<file path="config.mk">
export PLATFORM = sky130hd
export DESIGN_NAME = fbp_top
export DESIGN_NICKNAME = d
export VERILOG_FILES = /design/src/pkg/fbp_pkg.sv /design/src/logic/fbp_sync.sv /design/src/logic/fbp_range.sv /design/src/logic/fbp_top.sv
export SDC_FILE = /design/constraint.sdc
export NUM_CORES = 1
export LEC_CHECK = 0
export ABC_CLOCK_PERIOD_IN_PS = 4600
export BUFFER_PORTS_ARGS = -buffer_cell sky130_fd_sc_hd__buf_4
export CAP_MARGIN = 40
export CORE_MARGIN = 5
export CORE_UTILIZATION = 58
export CTS_CLUSTER_SIZE = 28
export DETAILED_ROUTE_END_ITERATION = 7
export HOLD_SLACK_MARGIN = 0.1
export PLACE_DENSITY = 0.85
export SLEW_MARGIN = 20
export SYNTH_ARGS = -nofsm -noshare
export SYNTH_HDL_FRONTEND = slang
export SYNTH_HIERARCHICAL = 1
export SYNTH_SLANG_ARGS = --single-unit
</file>
<file path="constraint.sdc">
create_clock -name pclk -period 4.6 [get_ports pclk]
set_input_delay 0.46 -clock pclk [delete_from_list [all_inputs] [get_ports pclk]]
set_output_delay 0.46 -clock pclk [all_outputs]
set_load 0.05 [all_outputs]
</file>
<file path="src/pkg/fbp_pkg.sv">
// shared constants of the flash block protect unit
// assumes a 16-bit flash address space with the array in the upper half
package fbp_pkg;
   // ==============================================
   // register map (byte addresses on apb)
   localparam logic [11:0] CTRL_OFF    = 12'h000;
   localparam logic [11:0] PROTECT_OFF = 12'h004;
   localparam logic [11:0] TARGET_OFF  = 12'h008;
   localparam logic [11:0] STATUS_OFF  = 12'h00C;
   // ==============================================
   // control field positions
   localparam int CTRL_PGM  = 0;
   localparam int CTRL_ERS  = 1;
   localparam int CTRL_MASS = 2;
   localparam int CTRL_HV   = 3;
   // status field positions
   localparam int ST_TGT_PROT = 0;
   localparam int ST_BLOCKED  = 1;
   localparam int ST_STANDBY  = 2;
   localparam int ST_TST_HV   = 3;
   localparam int ST_ANY_PROT = 4;
   localparam int ST_START_LO = 16;
   // ==============================================
   // flash layout
   localparam logic [15:0] PROTECT_BYTE_ADDR = 16'hFF7E;
   localparam logic [7:0]  BYTE_ERASED       = 8'hFF;
   localparam logic [7:0]  BYTE_ALL_PROT     = 8'h00;
   localparam logic [7:0]  PROTECT_RESET     = 8'hFF;
   localparam int          PAGE_BITS         = 7;
   // ==============================================
   // program/erase sequence
   typedef enum logic [2:0] {
      FBP_IDLE    = 3'b000,
      FBP_SELECT  = 3'b001,
      FBP_PROT_RD = 3'b010,
      FBP_LATCHED = 3'b011,
      FBP_HIGH_V  = 3'b100
   } fbp_seq_t;
endpackage

</file>
<file path="src/logic/fbp_sync.sv">
// two flip-flop synchroniser for one pin level
// assumes the pin is asynchronous to pclk
module fbp_sync (
   input  wire logic pclk,
   input  wire logic presetn,
   input  wire logic pin_async,
   output logic      level_q
);
   logic meta_q;

   always_ff @(posedge pclk or negedge presetn) begin
      if (!presetn) begin
         meta_q  <= 1'b0;
         level_q <= 1'b0;
      end else begin
         meta_q  <= pin_async;
         level_q <= meta_q;
      end
   end
endmodule

</file>
<file path="src/logic/fbp_range.sv">
// protected range decode: start address from the protect byte, compare with a target
// assumes a purely combinational use inside the same clock domain
module fbp_range (
   input  wire logic [7:0]  protect_start_field,
   input  wire logic [15:0] target_addr,
   output logic [15:0]      start_addr,
   output logic             any_protected,
   output logic             target_protected
);
   // bit 15 fixed high, low seven bits zero: always a 128-byte page boundary
   assign start_addr = {1'b1, protect_start_field, {fbp_pkg::PAGE_BITS{1'b0}}};
   assign any_protected = (protect_start_field != fbp_pkg::BYTE_ERASED);
   // start runs to the array top inclusive; a zero byte gives 8000, i.e. all of it
   assign target_protected = any_protected && (target_addr >= start_addr);
endmodule

</file>
<file path="src/logic/fbp_top.sv">
// flash block protect unit: apb control of program/erase, protect byte, hv gating
// assumes cpu_wait and cpu_stop come from pclk logic; test_high_voltage is a raw pin
//
// The implementer's own choices: the register addresses and the APB register port.

// Functional notes
// - protected from start address through FFFF
// - high voltage refused for protected targets, except the protect byte or its page erase under test voltage
// - zero protect byte protects whole array
// - protect byte FF leaves array open
// - non-FF byte locks itself and block
// - mass erase disabled unless byte is FF
// - protect byte changes only with test voltage
// - protect byte lives in flash, survives reset
// - start is 1, byte, seven zeros
// - start falls on 128-byte page
// - wait aborts program/erase into standby
// - stop aborts program/erase into standby
// - wait/stop in read mode changes nothing
// - standby drives hv, program and erase controls inactive
// - high voltage needs select and sequence
// - program and erase select never both set
module fbp_top #(
   parameter logic [7:0] PROTECT_INIT = fbp_pkg::PROTECT_RESET
) (
   input  wire logic        pclk,
   input  wire logic        presetn,
   input  wire logic        por_n,
   input  wire logic        psel,
   input  wire logic        penable,
   input  wire logic        pwrite,
   input  wire logic [11:0] paddr,
   input  wire logic [31:0] pwdata,
   output logic [31:0]      prdata,
   output logic             pready,
   output logic             pslverr,
   input  wire logic        cpu_wait,
   input  wire logic        cpu_stop,
   input  wire logic        test_high_voltage,
   output logic             flash_hv,
   output logic             flash_pgm,
   output logic             flash_erase,
   output logic             flash_mass,
   output logic             flash_wstrobe,
   output logic [15:0]      flash_addr,
   output logic [7:0]       flash_wdata,
   output logic             flash_standby
);
   // ==============================================
   // state
   fbp_pkg::fbp_seq_t seq_q, seq_d;
   logic        program_select_q, erase_select_q, mass_q, high_voltage_enable_q;
   logic        blocked_q, standby_q, wstrobe_q, tst_q;
   logic [15:0] target_q;
   logic [7:0]  wdata_q;
   logic [7:0]  protect_start_byte_q;
   logic [15:0] start_addr, wr_addr;
   logic        any_prot, tgt_prot, wr_acc, rd_acc, setup, wr_ctrl, wr_tgt, hv_req;
   logic        hv_ok, abort, prot_byte_tgt, erase_hits_byte, tgt_refused, pgm_write_ok;

   fbp_sync u_tst_sync (
      .pclk      (pclk),
      .presetn   (presetn),
      .pin_async (test_high_voltage),
      .level_q   (tst_q)
   );

   fbp_range u_range (
      .protect_start_field (protect_start_byte_q),
      .target_addr         (target_q),
      .start_addr          (start_addr),
      .any_protected       (any_prot),
      .target_protected    (tgt_prot)
   );

   // ==============================================
   // bus decode
   assign setup   = psel && !penable;
   assign wr_acc  = psel && penable && pwrite;
   assign rd_acc  = psel && penable && !pwrite;
   assign wr_ctrl = wr_acc && (paddr == fbp_pkg::CTRL_OFF);
   assign wr_tgt  = wr_acc && (paddr == fbp_pkg::TARGET_OFF);
   assign wr_addr = pwdata[15:0];
   assign hv_req  = wr_ctrl && pwdata[fbp_pkg::CTRL_HV] && !high_voltage_enable_q;
   // wait/stop only matter once a sequence is under way; plain reads are untouched
   assign abort   = (cpu_wait || cpu_stop) && (seq_q != fbp_pkg::FBP_IDLE);

   // ==============================================
   // protection decision for the latched target
   assign prot_byte_tgt = (target_q == fbp_pkg::PROTECT_BYTE_ADDR);
   assign erase_hits_byte = (target_q[15:fbp_pkg::PAGE_BITS]
                             == fbp_pkg::PROTECT_BYTE_ADDR[15:fbp_pkg::PAGE_BITS]);
   always_comb begin
      tgt_refused = tgt_prot;
      if (erase_select_q && mass_q) begin
         tgt_refused = any_prot;
      end else if ((program_select_q && prot_byte_tgt)
                   || (erase_select_q && erase_hits_byte)) begin
         // the byte itself, and its page, move only under the test voltage
         tgt_refused = !tst_q || (tgt_prot && !erase_hits_byte);
      end
   end
   assign hv_ok = (program_select_q || erase_select_q)
                  && (seq_q == fbp_pkg::FBP_LATCHED) && !tgt_refused;

   // a program write during high voltage is checked byte by byte too
   assign pgm_write_ok = wr_tgt && program_select_q && high_voltage_enable_q
                         && (seq_q == fbp_pkg::FBP_HIGH_V)
                         && !((wr_addr >= start_addr) && any_prot
                              && !(wr_addr == fbp_pkg::PROTECT_BYTE_ADDR && tst_q))
                         && !(wr_addr == fbp_pkg::PROTECT_BYTE_ADDR && !tst_q);

   // ==============================================
   // sequence
   always_comb begin
      seq_d = seq_q;
      case (seq_q)
         fbp_pkg::FBP_IDLE: begin
            if (program_select_q || erase_select_q) begin
               seq_d = fbp_pkg::FBP_SELECT;
            end
         end
         fbp_pkg::FBP_SELECT: begin
            // firmware must read the protect byte here before raising hv
            if (rd_acc && paddr == fbp_pkg::PROTECT_OFF) begin
               seq_d = fbp_pkg::FBP_PROT_RD;
            end
         end
         fbp_pkg::FBP_PROT_RD: begin
            if (wr_tgt) begin
               seq_d = fbp_pkg::FBP_LATCHED;
            end
         end
         fbp_pkg::FBP_LATCHED: begin
            if (hv_req && hv_ok) begin
               seq_d = fbp_pkg::FBP_HIGH_V;
            end
         end
         fbp_pkg::FBP_HIGH_V: begin
            if (wr_ctrl && !pwdata[fbp_pkg::CTRL_HV]) begin
               seq_d = fbp_pkg::FBP_IDLE;
            end
         end
         default: seq_d = fbp_pkg::FBP_IDLE;
      endcase
      if (seq_d != fbp_pkg::FBP_HIGH_V && !program_select_q && !erase_select_q) begin
         seq_d = fbp_pkg::FBP_IDLE;
      end
      if (abort) begin
         seq_d = fbp_pkg::FBP_IDLE;
      end
   end

   always_ff @(posedge pclk or negedge presetn) begin
      if (!presetn) begin
         seq_q <= fbp_pkg::FBP_IDLE;
      end else begin
         seq_q <= seq_d;
      end
   end

   // ==============================================
   // control bits
   always_ff @(posedge pclk or negedge presetn) begin
      if (!presetn) begin
         program_select_q      <= 1'b0;
         erase_select_q        <= 1'b0;
         mass_q                <= 1'b0;
         high_voltage_enable_q <= 1'b0;
      end else if (abort) begin
         program_select_q      <= 1'b0;
         erase_select_q        <= 1'b0;
         mass_q                <= 1'b0;
         high_voltage_enable_q <= 1'b0;
      end else if (wr_ctrl) begin
         // a write asking for both selects changes neither
         if (!(pwdata[fbp_pkg::CTRL_PGM] && pwdata[fbp_pkg::CTRL_ERS])) begin
            program_select_q <= pwdata[fbp_pkg::CTRL_PGM];
            erase_select_q   <= pwdata[fbp_pkg::CTRL_ERS];
         end
         mass_q <= pwdata[fbp_pkg::CTRL_MASS];
         if (!pwdata[fbp_pkg::CTRL_HV]) begin
            high_voltage_enable_q <= 1'b0;
         end else if (hv_ok) begin
            high_voltage_enable_q <= 1'b1;
         end
      end
   end

   // blocked attempt flag; write one clears, a new block in that cycle wins
   always_ff @(posedge pclk or negedge presetn) begin
      if (!presetn) begin
         blocked_q <= 1'b0;
      end else if (hv_req && !hv_ok) begin
         blocked_q <= 1'b1;
      end else if (wr_acc && paddr == fbp_pkg::STATUS_OFF && pwdata[fbp_pkg::ST_BLOCKED]) begin
         blocked_q <= 1'b0;
      end
   end

   // ==============================================
   // target latch and program strobe
   always_ff @(posedge pclk or negedge presetn) begin
      if (!presetn) begin
         target_q  <= 16'h0000;
         wdata_q   <= 8'h00;
         wstrobe_q <= 1'b0;
      end else begin
         wstrobe_q <= pgm_write_ok && !abort;
         if (wr_tgt && (seq_q == fbp_pkg::FBP_PROT_RD || pgm_write_ok)) begin
            target_q <= wr_addr;
            wdata_q  <= pwdata[23:16];
         end
      end
   end

   // ==============================================
   // protect byte: flash cell, loaded with PROTECT_INIT only by power-on (por_n), not by presetn
   always_ff @(posedge pclk or negedge por_n) begin
      if (!por_n) begin
         protect_start_byte_q <= PROTECT_INIT;
      end else if (pgm_write_ok && wr_addr == fbp_pkg::PROTECT_BYTE_ADDR && !abort) begin
         // programming only clears bits, as a flash cell does
         protect_start_byte_q <= protect_start_byte_q & pwdata[23:16];
      end else if (seq_q == fbp_pkg::FBP_LATCHED && hv_req && hv_ok && erase_select_q
                   && (mass_q || erase_hits_byte)) begin
         protect_start_byte_q <= fbp_pkg::BYTE_ERASED;
      end
   end

   // ==============================================
   // flash macro controls; standby forces flash_hv, flash_pgm and flash_erase low
   always_ff @(posedge pclk or negedge presetn) begin
      if (!presetn) begin
         standby_q <= 1'b1;
      end else if (abort) begin
         standby_q <= 1'b1;
      end else if (program_select_q || erase_select_q) begin
         standby_q <= 1'b0;
      end
   end

   assign flash_standby = standby_q;
   always_ff @(posedge pclk or negedge presetn) begin
      if (!presetn) begin
         flash_hv      <= 1'b0;
         flash_pgm     <= 1'b0;
         flash_erase   <= 1'b0;
         flash_mass    <= 1'b0;
         flash_wstrobe <= 1'b0;
         flash_addr    <= 16'h0000;
         flash_wdata   <= 8'h00;
      end else begin
         flash_hv      <= high_voltage_enable_q && !standby_q && !abort;
         flash_pgm     <= program_select_q && !standby_q && !abort;
         flash_erase   <= erase_select_q && !standby_q && !abort;
         flash_mass    <= erase_select_q && mass_q && !any_prot && !abort;
         flash_wstrobe <= wstrobe_q && !abort;
         flash_addr    <= target_q;
         flash_wdata   <= wdata_q;
      end
   end

   // ==============================================
   // apb answer: zero wait, read data prepared in the setup cycle
   always_ff @(posedge pclk or negedge presetn) begin
      if (!presetn) begin
         prdata  <= 32'h0000_0000;
         pready  <= 1'b0;
         pslverr <= 1'b0;
      end else begin
         pready <= 1'b1;
         if (setup) begin
            prdata  <= 32'h0000_0000;
            pslverr <= 1'b0;
            case (paddr)
               fbp_pkg::CTRL_OFF: begin
                  prdata[fbp_pkg::CTRL_PGM]  <= program_select_q;
                  prdata[fbp_pkg::CTRL_ERS]  <= erase_select_q;
                  prdata[fbp_pkg::CTRL_MASS] <= mass_q;
                  prdata[fbp_pkg::CTRL_HV]   <= high_voltage_enable_q;
               end
               fbp_pkg::PROTECT_OFF: prdata[7:0] <= protect_start_byte_q;
               fbp_pkg::TARGET_OFF:  prdata <= {8'h00, wdata_q, target_q};
               fbp_pkg::STATUS_OFF: begin
                  prdata[fbp_pkg::ST_TGT_PROT] <= tgt_prot;
                  prdata[fbp_pkg::ST_BLOCKED]  <= blocked_q;
                  prdata[fbp_pkg::ST_STANDBY]  <= standby_q;
                  prdata[fbp_pkg::ST_TST_HV]   <= tst_q;
                  prdata[fbp_pkg::ST_ANY_PROT] <= any_prot;
                  prdata[31:fbp_pkg::ST_START_LO] <= start_addr;
               end
               default: pslverr <= 1'b1;
            endcase
         end
      end
   end

   // ==============================================
   // checks
   hv_needs_ok_a: assert property (@(posedge pclk) disable iff (!presetn)
      $rose(high_voltage_enable_q) |-> $past(hv_ok) && $past(seq_q) == fbp_pkg::FBP_LATCHED)
      else $error("hv rose without a permitted sequence");
   refused_hv_a: assert property (@(posedge pclk) disable iff (!presetn)
      (hv_req && !hv_ok) |=> !high_voltage_enable_q && blocked_q)
      else $error("refused hv request did not leave hv low");
   mass_lock_a: assert property (@(posedge pclk) disable iff (!presetn)
      flash_mass |-> protect_start_byte_q == fbp_pkg::BYTE_ERASED)
      else $error("mass erase with a protected block");
   select_excl_a: assert property (@(posedge pclk) disable iff (!presetn)
      !(program_select_q && erase_select_q))
      else $error("program and erase both selected");
   wait_abort_a: assert property (@(posedge pclk) disable iff (!presetn)
      abort |=> flash_standby && !high_voltage_enable_q ##1 !flash_hv && !flash_pgm)
      else $error("wait or stop did not end the operation");
   read_mode_a: assert property (@(posedge pclk) disable iff (!presetn)
      ((cpu_wait || cpu_stop) && seq_q == fbp_pkg::FBP_IDLE && !program_select_q
       && !erase_select_q && !wr_ctrl) |=> $stable(standby_q))
      else $error("wait or stop disturbed read mode");
   standby_quiet_a: assert property (@(posedge pclk) disable iff (!presetn)
      $past(standby_q) && $past(standby_q, 2) |-> !flash_hv && !flash_pgm && !flash_erase)
      else $error("flash control active in standby");
   start_page_a: assert property (@(posedge pclk) disable iff (!presetn)
      start_addr[15] && start_addr[6:0] == 7'h00 && start_addr[14:7] == protect_start_byte_q)
      else $error("start address malformed");
   byte_change_a: assert property (@(posedge pclk) disable iff (!presetn || !por_n)
      $changed(protect_start_byte_q) |-> $past(tst_q))
      else $error("protect byte changed without test voltage");
   no_prot_write_a: assert property (@(posedge pclk) disable iff (!presetn)
      wstrobe_q |-> !($past(wr_addr) >= start_addr && any_prot && !$past(tst_q)))
      else $error("program strobe into protected range");
endmodule

</file>
==> reports/qor.csv <==
stage;metric;value;unit
power;powerDensity;261;nW/µm²
critical_path;critPathSlowestCell;dfstp_2;
sta;clock_skew;0.0141;ns
die;initial_core_util;59.5;%
clock_tree;clkTransAtPathRegs;0.11;ns
sta;tightest_slew;0.865;ns
power;internal-power;1.20;mW
synth;synth_area;5190;µm²
detailed_routing;routed_via_density;5.86;
sta;whs;0.198;ns
die;core_area;8720;µm²
power;clkPwrFrac;33.5;%
detailed_routing;routed-via-count;4027;
power;p_leak;3.00;nW
placement;hpwl;9720;µm
clock_tree;cts_sinks;107;
synth;synth_edf_count;0;
synth;ys_seq_elements;107;
power;sw_frac_of_total;25.7;%
critical_path;critPathArrivalTime;3.12;ns
die;dieArea;10900;µm²
synth;yosysSeqAreaShare;51.8;%
finish;antennaDiodeCount;0;
die;rows;34;
clock_tree;worstSkewPairLatency;0.36;ns
clock_tree;numCtsBuffers;9;
finish;syn_to_final_growth;19.2;%
flow_run;maxCapViolations;0;
placement;numPortBuffers;108;
sta;slew_violations;0;
die;die_w;105;µm
sta;relSlewSlack;42.3;%
finish;multi_input_area;2180;µm²
die;die_y;105;µm
detailed_routing;routedWlPerCell;18.7;µm
clock_tree;ctsHtreeMaxLevel;3;
critical_path;cp.buffers_inverters;2;
critical_path;critPathMaxFanout;17;
worst_hold_path;min_path_type;input port to register;
power;p_sw;0.414;mW
sta;finalCritPeriodShare;62.3;%
finish;fillers;655;
synth;synth.avg_cell_area;10.8;µm²
clock_tree;postCtsSetupBuffers;0;
finish;ff_latch_area;2690;µm²
critical_path;max_stage_delay;0.63;ns
detailed_routing;wl;12900;µm
placement;place_congestion;0.866;
sta;max_freq;349;MHz
grt;grt_pass1_wl;21200;µm
clock_tree;clock_path_buffers;2;
detailed_routing;drc;0;
critical_path;crit_path_start_kind;register;
synth;post_synth_inst_count;478;
sta;min_period;2.86;ns
clock_tree;cts_root_buf;clkbuf_8;
clock_tree;cts_tree;built;
power;power_frac_comb;7.8;%
grt;first_global_vias;4182;
critical_path;worstPathCellList;inv_1, ha_1, a21oi_1, o211ai_1, a211oi_1, a21o_1, o31a_2, buf_16, mux2_1;
sta;setup_viol;0;
sta;tns;0;ns
sta;hold_viol_final;0;
grt;grt_max_degree;56;
finish;drive_above_1_share;29.5;%
die;io_pins;117;
critical_path;critPathKind;register to register;
critical_path;critPathTopFamily;compound AO/OA/AOI/OAI gates;
sta;rsz0062_at_grt;false;
synth;yosysUniqueCellTypes;62;
grt;grt-ovfl-total;0;
detailed_routing;drt.antenna.violating_nets;0;
detailed_routing;drtIter0Drc;194;
power;irDropWorstVdd;0.169;mV
grt;antenna_found_initial;0;
critical_path;cp-end-kind;register;
finish;layout.nets;651;
synth;async_reset_ff_share;100;%
power;p_seq_share;58.7;%
grt;track_usage;23.8;%
status;status;finished clean;
detailed_routing;firstDrtPassIters;5;
synth;synthFlopType;dfrtp_1;
synth;yosys_warnings;6;
critical_path;worstPathRequired;4.86;ns
-- placed cells by master, fill, tap and decap left out, types with 2 or more instances in the layout --
| master | Yosys | routed |
|---|---|---|
| a211oi_1 | 4 | 4 |
| a21o_1 | 3 | 3 |
| a21oi_1 | 8 | 8 |
| a221oi_1 | 4 | 4 |
| a22oi_1 | 12 | 12 |
| a31o_1 | 2 | 2 |
| and2_1 | 5 | 5 |
| and3_1 | 4 | 4 |
| and4_1 | 3 | 3 |
| buf_4 | 16 | 110 |
| clkbuf_8 | 0 | 9 |
| clkinv_4 | 0 | 2 |
| conb_1 | 3 | 9 |
| dfrtp_1 | 98 | 98 |
| dfstp_2 | 9 | 9 |
| dlygate4sd3_1 | 0 | 2 |
| ha_1 | 24 | 24 |
| inv_1 | 28 | 28 |
| mux2_1 | 4 | 4 |
| mux2_4 | 20 | 20 |
| mux2i_1 | 5 | 5 |
| nand2_1 | 69 | 69 |
| nand2b_1 | 6 | 5 |
| nand3_1 | 5 | 5 |
| nand4_1 | 10 | 10 |
| nand4b_1 | 3 | 3 |
| nor2_1 | 18 | 18 |
| nor3_1 | 7 | 7 |
| nor4_1 | 3 | 3 |
| nor4_2 | 2 | 2 |
| nor4_4 | 2 | 2 |
| nor4b_1 | 2 | 2 |
| o211ai_1 | 2 | 2 |
| o21ai_0 | 38 | 38 |
| o21ai_1 | 13 | 13 |
| or4_1 | 2 | 2 |
-- repair_timing --
action,in CTS,in global routing
endpoints found under the setup margin,0,0
resized for setup,0,0
endpoints found under the hold margin,41,0
hold buffers,2,0
-- cells by family (layout without fill, tap and decap cells) --
group	count (synthesis)	in the layout	synth area share [%]
AOI/OAI and AO/OA	100	100	12.4
DFF	107	107	51.8
other	3	9	0.217
muxes	30	30	7.84
buffers and inverters	63	158	6.59
adders and majority gates	24	24	5.79
and+or+nand+nor	151	151	15.4
-- sequential cells by signal, indices dropped and copies added, names as in the netlist, 3 cells and up --
name / flops
wdata_q: 8
flash_wdata: 8
prdata: 32
seq_q: 3
target_q: 16
flash_addr: 16
protect_start_byte_q: 8
-- cell usage after synthesis (5+ instances only) --
cell / instances / share of area [%]
nand2b_1: 6 / 0.72
ha_1: 24 / 5.8
nand4_1: 10 / 1.2
a22oi_1: 12 / 1.7
a21oi_1: 8 / 0.77
and2_1: 5 / 0.60
nor2_1: 18 / 1.3
mux2_4: 20 / 5.8
nor3_1: 7 / 0.68
nand2_1: 69 / 5.0
o21ai_1: 13 / 1.3
buf_4: 16 / 2.3
dfstp_2: 9 / 4.6
mux2i_1: 5 / 0.97
dfrtp_1: 98 / 47
clkbuf_1: 12 / 0.87
o21ai_0: 38 / 3.7
inv_1: 28 / 2.0
nand3_1: 5 / 0.48
-- routing by layer --
layer / share of wire, % / global-route usage, %
met1: 43 / 31.8
met4: 2.2 / 7.68
met5: 0 / 0
met2: 49 / 38.9
met3: 5.7 / 5.18
-- power by group through the flow --
stage / Sequential [mW] / Combinational, mW / Clock (mW)
global placement: 0.964 / 0.115 / 0
CTS: 0.946 / 0.124 / 0.547
finish: 0.946 / 0.126 / 0.540
floorplan: 0.971 / 0.0455 / 0
detailed placement: 0.964 / 0.122 / 0
global route: 0.946 / 0.139 / 0.587
-- layout make-up --
class                      count  share of cell area (%)
timing repair buffer         114                    14.5
tap                          108                    2.19
sequential                   107                    43.5
clock inverter                 6                   0.810
multi-input combinational    314                    35.3
inverter                      28                    1.70
clock buffer                  10                    2.06
-- stage by stage --
stage          setup slack (ns)  instances  area (µm²)  util (%)  power, mW
5_1_grt                    1.68        687        6180      70.9       1.67
2_1_floorplan              2.18        484        5210         -       1.02
3_5_place_dp               1.64        668        5960      68.3       1.09
3_3_place_gp               1.72        667        5940      68.1       1.08
6_report                   1.74        687        6180      70.9       1.61
4_1_cts                    1.58        686        6150      70.6       1.62
-- path summary, 6_finish.rpt --
kind | to | from | cells past startpoint | slack, ns
max | wdata_q[0] | protect_start_byte_q[4] | 9 | 1.74
min | u_tst_sync/meta_q | test_high_voltage | 1 | 0.20
max reg2reg | wdata_q[0] | protect_start_byte_q[4] | 9 | 1.74
min reg2reg | u_tst_sync/level_q | u_tst_sync/meta_q | 0 | 0.36
max in group asynchronous | seq_q[0] | presetn | 3 | 2.91
min in group asynchronous | flash_wdata[6] | presetn | 2 | 0.60
Power figures use the tool's default switching activity.
